[src/sysc_pkg.sv]
package sysc_pkg;
    // field positions within the 64-bit configuration word
    localparam int IO1_WIDE_BIT = 61;
    localparam int IO0_WIDE_BIT = 60;
    localparam int PROBE_LSB    = 56;
    localparam int REQ_LSB      = 52;
    localparam int XFER_LSB     = 48;
    localparam int ADV_LSB      = 44;
    localparam int TRUE_LSB     = 40;
    localparam int XOR_DIS_BIT  = 39;
    localparam int PAD_LSB      = 36;
    localparam int BYP3_BIT     = 35;
    localparam int BYP2_BIT     = 34;
    localparam int BYP1_BIT     = 33;
    localparam int THROT_BIT    = 32;
    localparam int EFT_BIT      = 31;
    localparam int DRAIN_LSB    = 28;
    localparam int FET_LSB      = 26;
    localparam int XDLY_LSB     = 4;
    // writable bits of the word; reserved and read-only bits are zero
    localparam logic [63:0] RW_MASK   = 64'h0777_77FF_FC00_0030;
    // reset image of the writable and reported fields
    localparam logic [63:0] RESET_VAL = 64'h3121_1110_8800_0000;
    // avalon register offsets (word index)
    localparam logic [1:0] ADDR_LO     = 2'h0;
    localparam logic [1:0] ADDR_HI     = 2'h1;
    localparam logic [1:0] ADDR_STATUS = 2'h2;
    // drain interval codes in cycles
    localparam logic [10:0] DRAIN_C1 = 11'h400;
    localparam logic [10:0] DRAIN_C2 = 11'h100;
    localparam logic [10:0] DRAIN_C3 = 11'h040;
    localparam logic [10:0] DRAIN_C4 = 11'h010;
    localparam logic [10:0] DRAIN_C5 = 11'h001;
    localparam logic [2:0] PROBE_ZERO = 3'h0;
    localparam logic [3:0] PROBE_FULL = 4'h8;
    localparam logic [2:0] XDLY_BASE  = 3'h2;
    localparam logic [1:0] FET_RSVD   = 2'h3;
endpackage

[src/sysc_if.sv]
`timescale 1ns/1ns
interface sysc_if;
    logic [63:0] cfgWord;     // configuration image driven by the device
    logic [3:0]  probeLimit;  // decoded probe queue entries, 1..8
    logic        drainPulse;  // one-cycle queue drain strobe
    logic [1:0]  fillExtract; // fill-to-extract turnaround cycles - 1
    logic        extractFill; // extract-to-fill dead cycle
    logic [2:0]  extractDly;  // extract delay in cycles
    logic        io1Wide;     // wide strap of bus 1, from far end
    logic        io0Wide;     // wide strap of bus 0, from far end
    logic        illegalCfg;  // far end flags forbidden settings
    modport device (output cfgWord, probeLimit, drainPulse, fillExtract,
                    extractFill, extractDly, input io1Wide, io0Wide,
                    illegalCfg);
    modport partner (input cfgWord, probeLimit, drainPulse, fillExtract,
                     extractFill, extractDly, output io1Wide, io0Wide,
                     illegalCfg);
endinterface

[src/sysc_device.sv]
// The register addresses and register access over Avalon-MM were chosen for this implementation.
`timescale 1ns/1ns
// What this block does
// - probe limit field, reset 1, zero means eight
// - request credit field, reset 2, never 1
// - transfer credit field, reset 1, first rev <=2
// - advertised fill limit, match bridge, first rev <=4
// - true fill limit equals bridge queue limit
// - bit 39 disables memory xor
// - pad queue limit: 4 two slices, else 8
// - bits 35..33 disable bypass paths 3..1
// - probe limit 1 needs forced throttle set
// - bit 31 inserts one extract-fill dead cycle
// - drain interval codes 1..5, zero disables
// - fill-extract turnaround 1..3 cycles, delay constraint
// - bits 61,60 report wide io buses
// - extract delay codes 0..3 mean 2..5 cycles
module sysc_device (
    // clock and reset
    input  wire logic        clk,
    input  wire logic        srst,
    // avalon-mm slave
    input  wire logic [1:0]  avsAddress,
    input  wire logic        avsRead,
    input  wire logic        avsWrite,
    input  wire logic [31:0] avsWritedata,
    input  wire logic [3:0]  avsByteenable,
    output logic [31:0]      avsReaddata,
    output logic             avsWaitrequest,
    // link to far end
    sysc_if.device           lnk,
    // decoded controls toward the core
    output logic             memXorDisable,
    output logic [2:0]       bypassDisable
);
    logic [63:0] cfg_reg;
    logic [63:0] cfg_next;
    logic [31:0] rdata_reg;
    logic        ack_reg;
    logic        wait_reg;
    logic [63:0] wideBits;
    logic [10:0] drainCnt_reg;
    logic        drain_reg;
    logic [3:0]  probe_reg;
    logic [2:0]  xdly_reg;
    logic        xor_reg;
    logic [2:0]  byp_reg;
    logic [63:0] wmask;
    logic [63:0] wdata64;
    logic [10:0] drainLen;
    logic [2:0]  drainCode;
    logic [2:0]  probeField;
    logic [63:0] readWord;
    logic        doWrite;
    logic        doRead;

    // one wait cycle per access; a write lands on the answering edge only
    assign doWrite = avsWrite && ack_reg;
    assign doRead  = avsRead && !ack_reg;

    // byte lanes placed into the half selected by address
    genvar b;
    generate
        for (b = 0; b < 4; b++) begin : gLane
            assign wmask[8*b+7:8*b]    = {8{avsByteenable[b] &&
                                           avsAddress == sysc_pkg::ADDR_LO}};
            assign wmask[8*b+39:8*b+32] = {8{avsByteenable[b] &&
                                           avsAddress == sysc_pkg::ADDR_HI}};
        end
    endgenerate
    assign wdata64 = {avsWritedata, avsWritedata};

    // writable bits only; reserved and read-only bits keep their value
    assign cfg_next = doWrite ? ((cfg_reg & ~(wmask & sysc_pkg::RW_MASK)) |
                      (wdata64 & wmask & sysc_pkg::RW_MASK)) : cfg_reg;

    // wide status is folded into the register, so link and bus agree
    assign wideBits = ({63'h0, lnk.io1Wide} << sysc_pkg::IO1_WIDE_BIT) |
        ({63'h0, lnk.io0Wide} << sysc_pkg::IO0_WIDE_BIT);
    assign readWord = cfg_reg;

    always_ff @(posedge clk) begin
        if (srst) begin
            cfg_reg <= sysc_pkg::RESET_VAL;
        end else begin
            cfg_reg <= (cfg_next & sysc_pkg::RW_MASK) | wideBits;
        end
    end

    // bus answer: readdata registered, waitrequest low for one cycle
    always_ff @(posedge clk) begin
        if (srst) begin
            ack_reg   <= 1'b0;
            wait_reg  <= 1'b1;
            rdata_reg <= 32'h0000_0000;
        end else begin
            ack_reg  <= (avsRead || avsWrite) && !ack_reg;
            wait_reg <= !((avsRead || avsWrite) && !ack_reg);
            if (doRead) begin
                if (avsAddress == sysc_pkg::ADDR_LO) begin
                    rdata_reg <= readWord[31:0];
                end else if (avsAddress == sysc_pkg::ADDR_HI) begin
                    rdata_reg <= readWord[63:32];
                end else if (avsAddress == sysc_pkg::ADDR_STATUS) begin
                    rdata_reg <= {31'h0, lnk.illegalCfg};
                end else begin
                    rdata_reg <= 32'h0000_0000;
                end
            end
        end
    end
    assign avsReaddata    = rdata_reg;
    assign avsWaitrequest = wait_reg;

    // drain interval decode; reserved codes act as disabled
    assign drainCode = cfg_reg[sysc_pkg::DRAIN_LSB +: 3];
    assign drainLen  = (drainCode == 3'h1) ? sysc_pkg::DRAIN_C1 :
                       (drainCode == 3'h2) ? sysc_pkg::DRAIN_C2 :
                       (drainCode == 3'h3) ? sysc_pkg::DRAIN_C3 :
                       (drainCode == 3'h4) ? sysc_pkg::DRAIN_C4 :
                       (drainCode == 3'h5) ? sysc_pkg::DRAIN_C5 :
                       11'h000;

    // drain strobe every drainLen cycles
    always_ff @(posedge clk) begin
        if (srst || drainLen == 11'h000) begin
            drainCnt_reg <= 11'h001;
            drain_reg    <= 1'b0;
        end else begin
            drain_reg    <= drainCnt_reg >= drainLen;
            drainCnt_reg <= (drainCnt_reg >= drainLen) ? 11'h001 :
                            drainCnt_reg + 11'h001;
        end
    end

    assign probeField = cfg_reg[sysc_pkg::PROBE_LSB +: 3];

    // registered decoded controls
    always_ff @(posedge clk) begin
        if (srst) begin
            probe_reg <= 4'h1;
            xdly_reg  <= 3'h2;
            xor_reg   <= 1'b0;
            byp_reg   <= 3'h0;
        end else begin
            probe_reg <= (probeField == sysc_pkg::PROBE_ZERO) ?
                         sysc_pkg::PROBE_FULL : {1'b0, probeField};
            xdly_reg  <= {1'b0, cfg_reg[sysc_pkg::XDLY_LSB +: 2]} +
                         sysc_pkg::XDLY_BASE;
            xor_reg   <= cfg_reg[sysc_pkg::XOR_DIS_BIT];
            byp_reg   <= {cfg_reg[sysc_pkg::BYP3_BIT],
                          cfg_reg[sysc_pkg::BYP2_BIT],
                          cfg_reg[sysc_pkg::BYP1_BIT]};
        end
    end

    assign lnk.cfgWord     = cfg_reg;
    assign lnk.probeLimit  = probe_reg;
    assign lnk.drainPulse  = drain_reg;
    assign lnk.extractFill = cfg_reg[sysc_pkg::EFT_BIT];
    assign lnk.fillExtract = cfg_reg[sysc_pkg::FET_LSB +: 2];
    assign lnk.extractDly  = xdly_reg;
    assign memXorDisable   = xor_reg;
    assign bypassDisable   = byp_reg;
endmodule

[src/flat_wrapper.sv]
// flat-port wrapper written by rule: the top's interface ports become plain ports
module sysc_device_flat 
  (clk, srst, avsAddress, avsRead, avsWrite, avsWritedata, avsByteenable, avsReaddata, avsWaitrequest, memXorDisable, bypassDisable, lnk_cfgWord, lnk_probeLimit, lnk_drainPulse, lnk_fillExtract, lnk_extractFill, lnk_extractDly, lnk_io1Wide, lnk_io0Wide, lnk_illegalCfg);
  sysc_if lnk_i ();
  input  wire logic clk;
  input  wire logic srst;
  input  wire logic [1:0] avsAddress;
  input  wire logic avsRead;
  input  wire logic avsWrite;
  input  wire logic [31:0] avsWritedata;
  input  wire logic [3:0] avsByteenable;
  output logic [31:0] avsReaddata;
  output logic avsWaitrequest;
  output logic memXorDisable;
  output logic [2:0] bypassDisable;
  output wire logic [$bits(lnk_i.cfgWord)-1:0] lnk_cfgWord;
  output wire logic [$bits(lnk_i.probeLimit)-1:0] lnk_probeLimit;
  output wire logic [$bits(lnk_i.drainPulse)-1:0] lnk_drainPulse;
  output wire logic [$bits(lnk_i.fillExtract)-1:0] lnk_fillExtract;
  output wire logic [$bits(lnk_i.extractFill)-1:0] lnk_extractFill;
  output wire logic [$bits(lnk_i.extractDly)-1:0] lnk_extractDly;
  input wire logic [$bits(lnk_i.io1Wide)-1:0] lnk_io1Wide;
  input wire logic [$bits(lnk_i.io0Wide)-1:0] lnk_io0Wide;
  input wire logic [$bits(lnk_i.illegalCfg)-1:0] lnk_illegalCfg;
  assign lnk_cfgWord = lnk_i.cfgWord;
  assign lnk_probeLimit = lnk_i.probeLimit;
  assign lnk_drainPulse = lnk_i.drainPulse;
  assign lnk_fillExtract = lnk_i.fillExtract;
  assign lnk_extractFill = lnk_i.extractFill;
  assign lnk_extractDly = lnk_i.extractDly;
  assign lnk_i.io1Wide = lnk_io1Wide;
  assign lnk_i.io0Wide = lnk_io0Wide;
  assign lnk_i.illegalCfg = lnk_illegalCfg;
  sysc_device u_core (.clk(clk), .srst(srst), .avsAddress(avsAddress), .avsRead(avsRead), .avsWrite(avsWrite), .avsWritedata(avsWritedata), .avsByteenable(avsByteenable), .avsReaddata(avsReaddata), .avsWaitrequest(avsWaitrequest), .lnk(lnk_i), .memXorDisable(memXorDisable), .bypassDisable(bypassDisable));
endmodule
[config.mk]
export PLATFORM = sky130hd
export DESIGN_NAME = sysc_device_flat
export DESIGN_NICKNAME = d
export VERILOG_FILES = /design/src/sysc_pkg.sv /design/src/sysc_if.sv /design/src/sysc_device.sv /design/src/flat_wrapper.sv
export SDC_FILE = /design/constraint.sdc
export NUM_CORES = 1
export LEC_CHECK = 0
export BUFFER_PORTS_ARGS = -buffer_cell sky130_fd_sc_hd__buf_2
export CAP_MARGIN = 15
export CORE_ASPECT_RATIO = 1.1
export CORE_MARGIN = 8
export CORE_UTILIZATION = 51
export DETAILED_ROUTE_END_ITERATION = 10
export PLACE_DENSITY_LB_ADDON = 0.25
export SLEW_MARGIN = 15
export SYNTH_ARGS = -nofsm -noshare
export SYNTH_HDL_FRONTEND = slang
export SYNTH_SLANG_ARGS = --single-unit
[constraint.sdc]
create_clock -name clk -period 3.8 [get_ports clk]
set_input_delay 0.38 -clock clk [delete_from_list [all_inputs] [get_ports clk]]
set_output_delay 0.38 -clock clk [all_outputs]
set_load 0.1 [all_outputs]
==> summary.md <==
| Metric | Value |
|---|---|
| Root Buffer | `clkbuf_8` |
| Setup Buffers After CTS | `0` |
| GPL Wtd Cong | `0.7897` |
| Max cap viols | `0` |
| Setup crit start kind | `register` |
| CTS resizes | `0` |
| Yosys cell types | `45` |
| Tot Pwr | `1.858 mW` |
| H-Tree Depth | `3` |
| Clk buf depth | `2` |
| Clk sinks | `86` |
| Worst path max stage delay | `0.57 ns` |
| Ys async rst share | `0%` |
| Row cnt | `32` |
| GRT Util Overall | `17.58%` |
| Leakage Power | `1.963 nW` |
| Layout area overhead | `17.48%` |
| Layout cells sized above 1 | `33.61%` |
| Area contributors post-synth | `dfxtp_1, buf_4, nor2_1` |
| RSZ-0062 raised after global routing | `false` |
| Via density | `5.090` |
| VDD IR max | `311.3 uV` |
| Total wire length | `8906 um` |
| Seq cells post-synth | `86` |
| Yosys synthesis warning count | `0` |
| Fin crit share | `71.08%` |
| Crit path buf inv count | `0` |
| DR DRC count | `0` |
| DP Wirelength | `6533 um` |
| GRT overflow | `0` |
| Die H | `104.6 um` |
| Commonest register cell after synthesis | `dfxtp_1` |
| First-pass GRT wire length | `14230 um` |
| Mapped Cells | `368` |
| Antenna diodes | `0` |
| Initial DRC count | `143` |
| Die area | `10090 um2` |
| TritonCTS clock tree | `built` |
| Vias in the first global route | `2931` |
| Relative slew slack | `53.18%` |
| Pwr Density | `435.1 nW/um2` |
| Crit. End Element | `register` |
| Clock insertion delay at the later pin of the skew report | `0.34 ns` |
| Hold Vio Cnt, Final | `0` |
| CTS Hold Buffers Added | `0` |
| Nets | `526` |
| CTS Buf Count | `9` |
| Worst path slowest cell | `o31a_1` |
| Worst Hold Class | `primary input to register` |
| Kind of cell adding the most delay to the critical path | `compound AO/OA/AOI/OAI gates` |
| Initial antenna violation count | `0` |
| Syn avg cell area | `9.880 um2` |
| Status | `finished, final reports clean` |
| Initial Util | `52.19%` |
| Total vias in the final route | `2871` |
| Port buffer count | `117` |
| Slew @ Worst Pin | `0.7023 ns` |
| Die width | `96.51 um` |
| Area share of the largest cell type after synthesis | `47.35%` |
| Number of routed nets with antenna violations | `0` |
| R2r setup slk | `1.10 ns` |
| Crit path time final | `2.701 ns` |
| CORE AREA | `6967 um2` |
| Final setup fails | `0` |
| WP data arrival | `2.98 ns` |
| Post-synth EDFFs | `0` |
| Ports | `157` |
| Largest net degree at the start of global routing | `71` |
| F_max | `370.2 MHz` |
| Drt wl/cell | `15.79 um` |
| Fillers | `632` |
| Clock Skews | `0.01156 ns` |
| Critical Path, Cell by Cell | `or3b_2 > ha_1 > nor4bb_1 > a21boi_1 > o31a_1 > o21a_1` |
| Fin Setup TNS | `0 ns` |
| Drt first pass iters | `6` |
| CP Class | `register to register` |
| Seq/Total Area, Yosys | `47.35%` |
| Clk pin slew, worst setup/hold paths | `0.07 ns` |
| Cell Area, Synth | `3636 um2` |
| Slew Limit Fails | `0` |
| Data required, critical path | `4.08 ns` |
| Post-synth top area cell | `dfxtp_1` |
| Worst Path Max Fanout | `12` |
==> worst register-to-register path: cells and delay by family, from the launching register on <==
kind	cells	cell delay [ns]
adders and majority gates	1	0.32
and+or+nand+nor	2	0.84
DFF	1	0.50
AOI/OAI and AO/OA	3	0.99
==> synth_stat cells, types with 3 or more instances <==
cell,number
dfxtp_1,86
nor2_1,57
buf_4,40
a22oi_1,27
mux2i_1,21
nor2b_1,13
clkbuf_1,10
nor3_2,10
a211o_1,8
nand2_1,8
inv_1,7
nor3_1,7
buf_2,6
ha_1,6
nand3_1,6
xnor2_1,6
mux2_2,5
a21oi_1,3
nand2b_1,3
o21ai_0,3
or2_2,3
xor2_1,3
==> cells by family after synthesis <==
family	synth area share [%]
mux	7.330
other cells	0.1031
compound gates	9.979
buf+inv	11.15
fa+ha+maj	2.065
simple gates	19.86
xor+xnor	2.168
flops	47.35
==> metrics by stage <==
stage	hold slack, ns	util [%]	area, um2	setup WS (ns)	cells
final	0.2244	61.31	4272	1.099	564
after global routing	0.2272	61.31	4272	0.8554	564
after CTS	0.2092	61.31	4272	1.072	564
after detailed placement	0.4429	58.73	4091	1.105	549
after global placement	0.4480	58.73	4091	1.192	549
after floorplan	0.4772	-	3764	0.8133	402
==> metal layers <==
| layer | vias to the layer above | global-route usage, % | wire length (um) |
|---|---|---|---|
| met2 | 100 | 28.90 | 4312 |
| met4 | 0 | 6.826 | 146 |
| met5 | - | 0 | 0 |
| met1 | 1359 | 19.88 | 3540 |
| met3 | 12 | 6.586 | 906 |
| li1 | 1400 | - | - |
==> cell type report <==
class / count / area, um2 / share of cell area [%]
Clock buffer: 11 / 131.4 / 3.076
Timing Repair Buffer: 119 / 600.6 / 14.06
Tap cell: 85 / 106.4 / 2.490
Multi-Input combinational cell: 252 / 1637 / 38.31
Clock inverter: 4 / 48.80 / 1.142
Inverter: 7 / 26.28 / 0.6151
Sequential cell: 86 / 1722 / 40.30
==> worst paths after layout <==
| path | from | end | cells past startpoint |
|---|---|---|---|
| worst max-delay path | register | u_core.lnk.drainPulse | 6 |
| worst min register to register | register | u_core.lnk.extractDly[1] | 1 |
| worst min-delay path | lnk_io0Wide | u_core.lnk.cfgWord[60] | 2 |
| worst max register to register | register | u_core.lnk.drainPulse | 6 |
==> power by group <==
| part | leakage (nW) | internal, mW | switching, mW |
|---|---|---|---|
| clock network | 0.0931 | 0.300 | 0.305 |
| logic | 1.17 | 0.0413 | 0.291 |
| registers | 0.696 | 0.912 | 0.00835 |
==> cells in the final DEF, fill, tap and decap left out, types with 2 or more instances in the layout <==
cell type  Yosys  layout
nand4_2        2       2
xor2_1         3       3
clkbuf_8       0       9
nor4bb_1       2       2
or2_2          3       3
mux2_2         5       5
xnor2_1        6       6
nand2_1        8       8
nor2_4         2       2
nor3_2        10      10
dfxtp_1       86      86
nand4_1        2       2
o21ai_0        3       3
nand3b_1       2       2
nor2b_1       13      13
a21oi_1        3       3
nand3_1        6       6
a211o_1        8       8
ha_1           6       6
buf_4         40       2
nor2_1        57      57
nand2b_1       3       3
mux2i_1       21      21
a22oi_1       27      27
conb_1         1      35
or3b_2         2       2
clkinv_2       0       2
inv_1          7       7
nor3_1         7       7
clkbuf_1      10       2
buf_2          6     117
o21a_1         2       2
Note: power is estimated with default switching activity, not from simulation.
